<file path="config.mk">
export PLATFORM = sky130hd
export DESIGN_NAME = reload_down_timer
export DESIGN_NICKNAME = d
export VERILOG_FILES = /design/src/pkg/reload_timer_pkg.sv /design/src/design/count_source_select.sv /design/src/design/reload_down_timer.sv
export SDC_FILE = /design/constraint.sdc
export NUM_CORES = 1
export LEC_CHECK = 0
export ABC_AREA = 1
export BUFFER_PORTS_ARGS = -buffer_cell sky130_fd_sc_hd__buf_2
export CORE_ASPECT_RATIO = 1.1
export CORE_UTILIZATION = 60
export CTS_CLUSTER_DIAMETER = 30
export CTS_CLUSTER_SIZE = 12
export DETAILED_ROUTE_END_ITERATION = 6
export PLACE_DENSITY = 0.78
export SYNTH_ARGS = -nofsm -noshare
export SYNTH_HDL_FRONTEND = slang
export SYNTH_SLANG_ARGS = --single-unit
</file>
<file path="constraint.sdc">
create_clock -name i_core_clk -period 15.2 [get_ports i_core_clk]
set_input_delay 1.52 -clock i_core_clk [delete_from_list [all_inputs] [get_ports i_core_clk]]
set_output_delay 1.52 -clock i_core_clk [all_outputs]
set_load 0.02 [all_outputs]
</file>
<file path="src/pkg/reload_timer_pkg.sv">
// Shared constants for the three-channel reload down timer.
package reload_timer_pkg;
  localparam int ADDR_W      = 6;
  localparam int DATA_W      = 16;
  localparam int CNT_W       = 32;
  localparam int NUM_CH      = 3;
  localparam int PRESCALE_N  = 5;
  localparam int PDIV_W      = 2 * PRESCALE_N;

  // Register indexes on the 16-bit register port.
  localparam logic [ADDR_W-1:0] PIN_CTRL_IDX = 6'h00;
  localparam logic [ADDR_W-1:0] RUN_CTRL_IDX = 6'h01;
  localparam logic [ADDR_W-1:0] CH_BASE_IDX  = 6'h08;
  localparam logic [2:0]        RELOAD_LO_OFS = 3'h0;
  localparam logic [2:0]        RELOAD_HI_OFS = 3'h1;
  localparam logic [2:0]        COUNT_LO_OFS  = 3'h2;
  localparam logic [2:0]        COUNT_HI_OFS  = 3'h3;
  localparam logic [2:0]        CONTROL_OFS   = 3'h4;

  // Field positions.
  localparam int PIN_OUT_BIT   = 0;
  localparam int FLAG_BIT      = 8;
  localparam int CAP_CTRL_LSB  = 6;
  localparam int IRQ_EN_BIT    = 5;
  localparam int EDGE_LSB      = 3;
  localparam int PRESCALE_LSB  = 0;
  localparam int CAP_CH        = 2;

  // Reset values.
  localparam logic             PIN_CTRL_RST = 1'h0;
  localparam logic [2:0]       RUN_CTRL_RST = 3'h0;
  localparam logic [CNT_W-1:0] RELOAD_RST   = 32'h0FFFFFFF;
  localparam logic [CNT_W-1:0] COUNT_RST    = 32'h0FFFFFFF;
  localparam logic [2:0]       PRESCALE_RST = 3'h0;
  localparam logic [1:0]       EDGE_RST     = 2'h0;
  localparam logic [1:0]       CAP_CTRL_RST = 2'h0;

  // Count clock codes.
  localparam logic [2:0] PS_DIV1024 = 3'h4;
  localparam logic [2:0] PS_RTC     = 3'h6;
  localparam logic [2:0] PS_PIN     = 3'h7;

  // Edge codes; any code with the high bit set counts both edges.
  localparam logic [1:0] EDGE_RISE  = 2'h0;
  localparam logic [1:0] EDGE_FALL  = 2'h1;
endpackage : reload_timer_pkg

</file>
<file path="src/design/count_source_select.sv">
// Per-channel choice of the count clock event.
`timescale 1ns/1ns
module count_source_select
  import reload_timer_pkg::*;
(
  input  wire logic [2:0]            i_prescale,
  input  wire logic [1:0]            i_edge,
  input  wire logic [PRESCALE_N-1:0] i_div_tick,
  input  wire logic                  i_rtc_rise,
  input  wire logic                  i_pin_rise,
  input  wire logic                  i_pin_fall,
  input  wire logic                  i_standby,
  output logic                       o_count_event,
  output logic                       o_is_rtc
);
  logic pin_event;

  // Edge choice for the pin clock; the high code bit selects both edges.
  always_comb begin
    if (i_edge[1]) begin
      pin_event = i_pin_rise | i_pin_fall;
    end else if (i_edge == EDGE_FALL) begin
      pin_event = i_pin_fall;
    end else begin
      pin_event = i_pin_rise;
    end
  end

  // Only the tick source survives standby, because the timer's own clock is stopped then.
  always_comb begin
    o_is_rtc = (i_prescale == PS_RTC);
    if (o_is_rtc) begin
      o_count_event = i_rtc_rise;
    end else if (i_standby) begin
      o_count_event = 1'b0;
    end else if (i_prescale == PS_PIN) begin
      o_count_event = pin_event;
    end else if (i_prescale <= PS_DIV1024) begin
      o_count_event = i_div_tick[i_prescale];
    end else begin
      o_count_event = 1'b0;
    end
  end
endmodule : count_source_select

</file>
<file path="src/design/reload_down_timer.sv">
// Three-channel auto-reload down timer with register port and shared clock pin.
`timescale 1ns/1ns
// How it works
// - Unused pin and run bits read zero
// - Pin bit zero: input, one: drive tick
// - Pin control resets zero, kept in standby
// - Run bit per channel enables counting
// - Run resets zero; standby clears non-tick channels
// - Underflow loads the reload constant
// - Reload constants reset, kept in standby
// - Counter decrements on selected count clock
// - Underflow sets flag while loading constant
// - Upper read buffers lower half coherently
// - Counters reset; non-tick counters kept in standby
// - Tick channels keep counting in standby
// - Sixteen-bit control resets zero, kept
// - Flag 8, enable 5, edge 4:3, prescale 2:0
// - Channel two adds capture control bits
// - Flag cleared only by writing zero
// - Interrupt while flag and enable set
// - Prescale codes pick divider, tick, pin
// - Edge select rise, fall or both
module reload_down_timer
  import reload_timer_pkg::*;
(
  input  wire logic              i_core_clk,
  input  wire logic              i_reset,
  input  wire logic              i_standby,
  input  wire logic [ADDR_W-1:0] i_addr,
  input  wire logic [DATA_W-1:0] i_wdata,
  input  wire logic              i_write,
  input  wire logic              i_read,
  output logic      [DATA_W-1:0] o_rdata,
  input  wire logic              i_rtc_tick,
  input  wire logic              i_clk_pin_in,
  output logic                   o_clk_pin_out,
  output logic                   o_clk_pin_oe,
  output logic      [NUM_CH-1:0] o_underflow_interrupt
);
  // Selects one channel's register group.
  function automatic logic chan_sel(input logic [ADDR_W-1:0] a, input logic [2:0] ch);
    return a[ADDR_W-1:3] == CH_BASE_IDX[ADDR_W-1:3] + ch;
  endfunction : chan_sel

  logic                  pin_out_sel;
  logic [NUM_CH-1:0]     run;
  logic [CNT_W-1:0]      count     [NUM_CH];
  logic [CNT_W-1:0]      reload    [NUM_CH];
  logic [DATA_W-1:0]     low_buf   [NUM_CH];
  logic [2:0]            prescale  [NUM_CH];
  logic [1:0]            edge_sel  [NUM_CH];
  logic [NUM_CH-1:0]     irq_en;
  logic [NUM_CH-1:0]     flag;
  logic [1:0]            cap_ctrl;
  logic [NUM_CH-1:0]     count_event;
  logic [NUM_CH-1:0]     is_rtc;
  logic [NUM_CH-1:0]     underflow;
  logic [PDIV_W-1:0]     pdiv;
  logic [PRESCALE_N-1:0] div_tick;
  logic                  rtc_prev;
  logic                  pin_prev;
  logic                  rtc_rise;
  logic                  pin_rise;
  logic                  pin_fall;
  logic [DATA_W-1:0]     next_rdata;

  // Peripheral divider; it stops in standby along with the timer's own clock.
  always_ff @(posedge i_core_clk or posedge i_reset) begin
    if (i_reset) begin
      pdiv <= '0;
    end else if (!i_standby) begin
      pdiv <= pdiv + 1'b1;
    end
  end

  // Each divider tap fires once per 4, 16, 64, 256 or 1024 cycles.
  generate
    for (genvar k = 0; k < PRESCALE_N; k++) begin : g_tap
      assign div_tick[k] = &pdiv[2*k+1:0];
    end
  endgenerate

  // Edge detection of the tick and the pin; pin edges are ignored while we drive it.
  always_ff @(posedge i_core_clk or posedge i_reset) begin
    if (i_reset) begin
      rtc_prev <= 1'b0;
      pin_prev <= 1'b0;
    end else begin
      rtc_prev <= i_rtc_tick;
      pin_prev <= i_clk_pin_in;
    end
  end
  assign rtc_rise = i_rtc_tick & ~rtc_prev;
  assign pin_rise = ~pin_out_sel & i_clk_pin_in & ~pin_prev;
  assign pin_fall = ~pin_out_sel & ~i_clk_pin_in & pin_prev;

  // Pin control holds only bit zero, so the other bits can never store a one.
  always_ff @(posedge i_core_clk or posedge i_reset) begin
    if (i_reset) begin
      pin_out_sel <= PIN_CTRL_RST;
    end else if (i_write && i_addr == PIN_CTRL_IDX) begin
      pin_out_sel <= i_wdata[PIN_OUT_BIT];
    end
  end

  // The pin output is a registered copy of the tick, driven only when selected.
  always_ff @(posedge i_core_clk or posedge i_reset) begin
    if (i_reset) begin
      o_clk_pin_out <= 1'b0;
    end else begin
      o_clk_pin_out <= i_rtc_tick;
    end
  end
  assign o_clk_pin_oe = pin_out_sel;

  generate
    for (genvar c = 0; c < NUM_CH; c++) begin : g_ch
      logic sel;
      logic wr_any;
      assign sel    = chan_sel(i_addr, 3'(c));
      assign wr_any = i_write & sel & (i_addr[2:0] == COUNT_LO_OFS ||
                                       i_addr[2:0] == COUNT_HI_OFS);

      count_source_select u_src (
        .i_prescale    (prescale[c]),
        .i_edge        (edge_sel[c]),
        .i_div_tick    (div_tick),
        .i_rtc_rise    (rtc_rise),
        .i_pin_rise    (pin_rise),
        .i_pin_fall    (pin_fall),
        .i_standby     (i_standby),
        .o_count_event (count_event[c]),
        .o_is_rtc      (is_rtc[c])
      );

      assign underflow[c] = run[c] & count_event[c] & (count[c] == '0) & ~wr_any;

      // Run bit; standby clears it unless the channel runs from the tick.
      always_ff @(posedge i_core_clk or posedge i_reset) begin
        if (i_reset) begin
          run[c] <= RUN_CTRL_RST[c];
        end else if (i_standby && !is_rtc[c]) begin
          run[c] <= 1'b0;
        end else if (i_write && i_addr == RUN_CTRL_IDX) begin
          run[c] <= i_wdata[c];
        end
      end

      // Reload constant, written a half at a time.
      always_ff @(posedge i_core_clk or posedge i_reset) begin
        if (i_reset) begin
          reload[c] <= RELOAD_RST;
        end else if (i_write && sel && i_addr[2:0] == RELOAD_LO_OFS) begin
          reload[c][DATA_W-1:0] <= i_wdata;
        end else if (i_write && sel && i_addr[2:0] == RELOAD_HI_OFS) begin
          reload[c][CNT_W-1:DATA_W] <= i_wdata;
        end
      end

      // Counter; a software write wins over the count event of the same cycle.
      always_ff @(posedge i_core_clk or posedge i_reset) begin
        if (i_reset) begin
          count[c] <= COUNT_RST;
        end else if (i_write && sel && i_addr[2:0] == COUNT_LO_OFS) begin
          count[c][DATA_W-1:0] <= i_wdata;
        end else if (i_write && sel && i_addr[2:0] == COUNT_HI_OFS) begin
          count[c][CNT_W-1:DATA_W] <= i_wdata;
        end else if (underflow[c]) begin
          count[c] <= reload[c];
        end else if (run[c] && count_event[c]) begin
          count[c] <= count[c] - 1'b1;
        end
      end

      // Upper-half read freezes the lower half for the read that follows.
      always_ff @(posedge i_core_clk or posedge i_reset) begin
        if (i_reset) begin
          low_buf[c] <= COUNT_RST[DATA_W-1:0];
        end else if (i_read && sel && i_addr[2:0] == COUNT_HI_OFS) begin
          low_buf[c] <= count[c][DATA_W-1:0];
        end
      end

      // Control fields.
      always_ff @(posedge i_core_clk or posedge i_reset) begin
        if (i_reset) begin
          prescale[c] <= PRESCALE_RST;
          edge_sel[c] <= EDGE_RST;
          irq_en[c]   <= 1'b0;
        end else if (i_write && sel && i_addr[2:0] == CONTROL_OFS) begin
          prescale[c] <= i_wdata[PRESCALE_LSB +: 3];
          edge_sel[c] <= i_wdata[EDGE_LSB +: 2];
          irq_en[c]   <= i_wdata[IRQ_EN_BIT];
        end
      end

      // Flag: a new underflow wins over a clearing write in the same cycle.
      always_ff @(posedge i_core_clk or posedge i_reset) begin
        if (i_reset) begin
          flag[c] <= 1'b0;
        end else if (underflow[c]) begin
          flag[c] <= 1'b1;
        end else if (i_write && sel && i_addr[2:0] == CONTROL_OFS) begin
          flag[c] <= flag[c] & i_wdata[FLAG_BIT];
        end
      end

      // Interrupt request follows the flag and enable with one cycle of register.
      always_ff @(posedge i_core_clk or posedge i_reset) begin
        if (i_reset) begin
          o_underflow_interrupt[c] <= 1'b0;
        end else begin
          o_underflow_interrupt[c] <= flag[c] & irq_en[c];
        end
      end
    end
  endgenerate

  // Capture control exists only on the last channel.
  always_ff @(posedge i_core_clk or posedge i_reset) begin
    if (i_reset) begin
      cap_ctrl <= CAP_CTRL_RST;
    end else if (i_write && chan_sel(i_addr, 3'(CAP_CH)) && i_addr[2:0] == CONTROL_OFS) begin
      cap_ctrl <= i_wdata[CAP_CTRL_LSB +: 2];
    end
  end

  // Read mux; unmapped indexes and reserved bits read zero.
  always_comb begin
    next_rdata = '0;
    if (i_addr == PIN_CTRL_IDX) begin
      next_rdata[PIN_OUT_BIT] = pin_out_sel;
    end else if (i_addr == RUN_CTRL_IDX) begin
      next_rdata[NUM_CH-1:0] = run;
    end
    for (int c = 0; c < NUM_CH; c++) begin
      if (chan_sel(i_addr, 3'(c))) begin
        case (i_addr[2:0])
          RELOAD_LO_OFS: next_rdata = reload[c][DATA_W-1:0];
          RELOAD_HI_OFS: next_rdata = reload[c][CNT_W-1:DATA_W];
          COUNT_LO_OFS:  next_rdata = low_buf[c];
          COUNT_HI_OFS:  next_rdata = count[c][CNT_W-1:DATA_W];
          CONTROL_OFS: begin
            next_rdata[FLAG_BIT]            = flag[c];
            next_rdata[IRQ_EN_BIT]          = irq_en[c];
            next_rdata[EDGE_LSB +: 2]       = edge_sel[c];
            next_rdata[PRESCALE_LSB +: 3]   = prescale[c];
            if (c == CAP_CH) begin
              next_rdata[CAP_CTRL_LSB +: 2] = cap_ctrl;
            end
          end
          default: next_rdata = '0;
        endcase
      end
    end
  end

  // Read data stand in the cycle after the strobe only.
  always_ff @(posedge i_core_clk or posedge i_reset) begin
    if (i_reset) begin
      o_rdata <= '0;
    end else if (i_read) begin
      o_rdata <= next_rdata;
    end else begin
      o_rdata <= '0;
    end
  end

  generate
    for (genvar c = 0; c < NUM_CH; c++) begin : g_chk

    end
  endgenerate
endmodule : reload_down_timer

</file>
==> reports/qor.txt <==
====================================================================================================
Post-synthesis to final-layout area growth                                                     15.8%
Largest net degree at the start of global routing                                                133
Placer Congestion                                                                               1.04
Cell area after technology mapping                                                       17,400 um^2
Final Max Slew Viols                                                                               0
Quantity of hold-fixing buffers added after cts                                                    0
Max_slew headroom                                                                              15.6%
Nets in the synthesized netlist                                                                2,364
Hold slack                                                                                  0.481 ns
Comb power frac                                                                                18.6%
Clock-pin slew reported for the worst setup and hold paths after clock tree synthesis        0.05 ns
Final instance count without filler cells                                                      2,790
Max capacitance violation total                                                                    0
Post-detailed-placement half-perimeter wirelength                                          44,100 um
Vias                                                                                          17,500
Cell at the root of the clock tree                                                         clkbuf_16
Leakage power summed over all cells                                                          9.38 nW
Top area cells in the synthesized netlist                                               dfstp_2, nand2_1, dfrtp_1, o21ai_0, inv_1
Proportion of layout cells with a drive suffix above 1                                         19.3%
Worst-Skew Late Latency                                                                      0.59 ns
Element type at the critical path start                                                    input pin
Total global routing overflow                                                                      0
IO buf count                                                                                      49
Final number of setup-violating endpoints                                                          0
Starting density of the core                                                                   61.8%
Status                                                                                  complete, but fails checks
Dpl cells                                                                                      2,657
Setup tns final                                                                                 0 ns
Sw Share                                                                                       32.1%
Post-synth ARST share                                                                           100%
Detail-routed via count per cell                                                                6.27
Initial antenna violation count                                                                    5
Critical Path Fanout Max                                                                          31
Total die area                                                                           29,600 um^2
Hold violation count in the final report                                                           0
Avg Synthesized Cell Area                                                                  7.45 um^2
Core footprint                                                                           28,100 um^2
Max frequency                                                                                231 MHz
Number of placed I/O pins                                                                         50
DIE HEIGHT                                                                                    180 um
Post-layout minimum cycle time                                                               4.32 ns
Fraction of the core area covered by cells at the end of the flow                              71.5%
Transition time at the pin with the least slew margin                                        1.26 ns
Initial detailed-routing violation count                                                       2,474
Post-CTS setup buffers                                                                             0
Net count of the finished layout                                                               2,399
Worst min-delay path startpoint                                                            count[53]
Number of global-route vias before repair                                                     16,700
CTS tree                                                                                         yes
Power density relative to cell area                                                      162 nW/um^2
Number of H-tree levels                                                                            3
Count of nets left with antenna violations after detail routing                                    0
DR DRC count                                                                                       1
Syn Inst Count                                                                                 2,331
Die outline width                                                                             164 um
Overall global routing resource usage                                                          44.5%
Cell internal power dissipation                                                            0.00221 W
Area fraction of the dominant cell type after synthesis                                        32.7%
Cell type contributing the most total cell area after synthesis                              dfstp_2
Most common cell in the netlist                                                              nand2_1
Number of enable-type register cells in the synthesized netlist                                    0
Fill cell total of the finished layout                                                         2,279
Violated checks                                                                         design-rule violations
Commonest cells in the netlist                                                          nand2_1, inv_1, o21ai_0
RSZ-0062 raised after global routing                                                              no
Gates resized, CTS repair                                                                          0
Share of power burned in the clock network                                                     46.8%
Timing startpoint of the critical path                                                     i_addr[2]
Switching pwr                                                                              0.00104 W
Data required time of the worst path                                                        15.66 ns
Flops & latches, synth                                                                           298
Register share of total power                                                                  34.6%
Number of detailed-routing iterations run before antenna repair                                    7
Register area share after synthesis                                                            44.5%
IR drop worst, VDD                                                                        0.000180 V
Final WL                                                                                   64,800 um
Cts bufs inserted                                                                                 70
Portion of the clock cycle consumed by the worst path in the final layout                      28.4%
Average wire per standard cell                                                               23.2 um
Count of synthesis-stage warnings from yosys                                                       0
Kind of end point of the critical path                                                     flip-flop
First-pass GRT wire length                                                                 98,500 um
Kind of critical path                                                                   input pin to flip-flop
Data arrival time at the worst-slack endpoint                                                4.78 ns
Crit Reg-Reg Startpoint                                                                    count[64]
Worst-case clock buffer depth                                                                      3
Worst min-delay path class                                                              flip-flop to flip-flop
Most common flop cell mapped by yosys                                                        dfstp_2
Count of distinct cell types in the synthesized netlist                                           53
Final clock skew                                                                           0.0383 ns
Number of rows in the core area                                                                   64
Clk sink count                                                                                   298
====================================================================================================
-- worst max-delay path, cell delays in order --
cell	delay, ns
buf_2	0.13
inv_1	0.11
nand2_1	0.17
nor2_4	0.49
buf_4	0.45
inv_1	0.15
nor2_1	0.66
inv_1	0.31
nand2_2	0.23
clkinv_1	0.30
nand2_1	0.14
nand4_1	0.10
-- state kept, by name, indices dropped and copies added, names as in the netlist --
name and flops:
count 96, reload 96, low_buf 48, o_rdata 16, pdiv 10, prescale 9, edge_sel 6, flag 3
irq_en 3, o_underflow_interrupt 3, run 3, cap_ctrl 2, o_clk_pin_oe 1, o_clk_pin_out 1, pin_prev 1
-- kinds of logic after synthesis --
| logic type | after synthesis | synth area share [%] |
|---|---|---|
| DFF | 298 | 44.5 |
| and+or+nand+nor | 1070 | 26.6 |
| buffers and inverters | 423 | 9.71 |
| muxes | 1 | 0.0648 |
| adders and majority gates | 4 | 0.288 |
| AOI/OAI and AO/OA | 456 | 14.9 |
| xor gates and xnor gates | 79 | 3.98 |
-- per-layer routing --
| metal | track usage, % | wire, um | share of wire, % | vias up |
|---|---|---|---|---|
| met5 | 0 | 13 | 0.020 | - |
| met3 | 14.2 | 8340 | 13 | 308 |
| li1 | - | - | - | 7673 |
| met4 | 26.0 | 4410 | 6.8 | 2 |
| met2 | 65.6 | 28000 | 43 | 1250 |
| met1 | 57.2 | 24000 | 37 | 8253 |
-- metrics by stage --
stage | setup WS, ns | power [W] | area, um^2
floorplan | 5.80 | 0.00151 | 17400
finish | 10.88 | 0.00325 | 20100
CTS | 11.03 | 0.00322 | 20100
detailed placement | 10.44 | 0.00170 | 17700
global route | 10.64 | 0.00336 | 20100
global placement | 10.57 | 0.00169 | 17700
-- power by group through the flow --
stage / clock network (W) / registers [W] / logic [W]
global route: 0.00156 / 0.00114 / 0.000666
global placement: 0 / 0.00112 / 0.000564
detailed placement: 0 / 0.00112 / 0.000578
floorplan: 0 / 0.00108 / 0.000424
finish: 0.00152 / 0.00113 / 0.000603
CTS: 0.00152 / 0.00112 / 0.000586
-- path summary, 6_finish.rpt --
kind	slack, ns	cells past startpoint	to
worst max register to register	12.05	13	count[85]
worst max-delay path	10.88	12	count[64]
min in group asynchronous	1.17	2	pdiv[2]
worst min-delay path	0.48	2	count[53]
worst min register to register	0.48	2	count[53]
max in group asynchronous	12.63	3	reload[30]
-- cells in the final DEF (no fill, tap or decap), types with 14 or more instances in the layout --
cell type	synthesis	routed
nor2_1	171	167
nor2_4	15	16
inv_1	311	310
o22ai_1	73	73
nor3_1	17	17
dfrtp_1	82	82
clkbuf_16	0	71
nand4_1	24	24
a21oi_1	36	36
buf_2	23	49
nand2_1	611	611
a221oi_1	19	19
nand3_1	185	185
o21ai_1	15	15
dfstp_2	216	216
o21ai_0	263	263
inv_2	14	14
xor2_1	72	72
-- layout make-up --
| type | instances | area (um^2) | area share (%) |
|---|---|---|---|
| Sequential cell | 298 | 7730 | 38.4 |
| Multi-Input combinational cell | 1610 | 7970 | 39.7 |
| Clock inverter | 41 | 467 | 2.32 |
| Tap cell | 363 | 454 | 2.26 |
| Inverter | 329 | 1250 | 6.20 |
| Antenna cell | 5 | 12.5 | 0.0622 |
| Timing Repair Buffer | 57 | 305 | 1.52 |
| Clock buffer | 87 | 1920 | 9.53 |
Note: power is estimated with default switching activity, not from simulation.
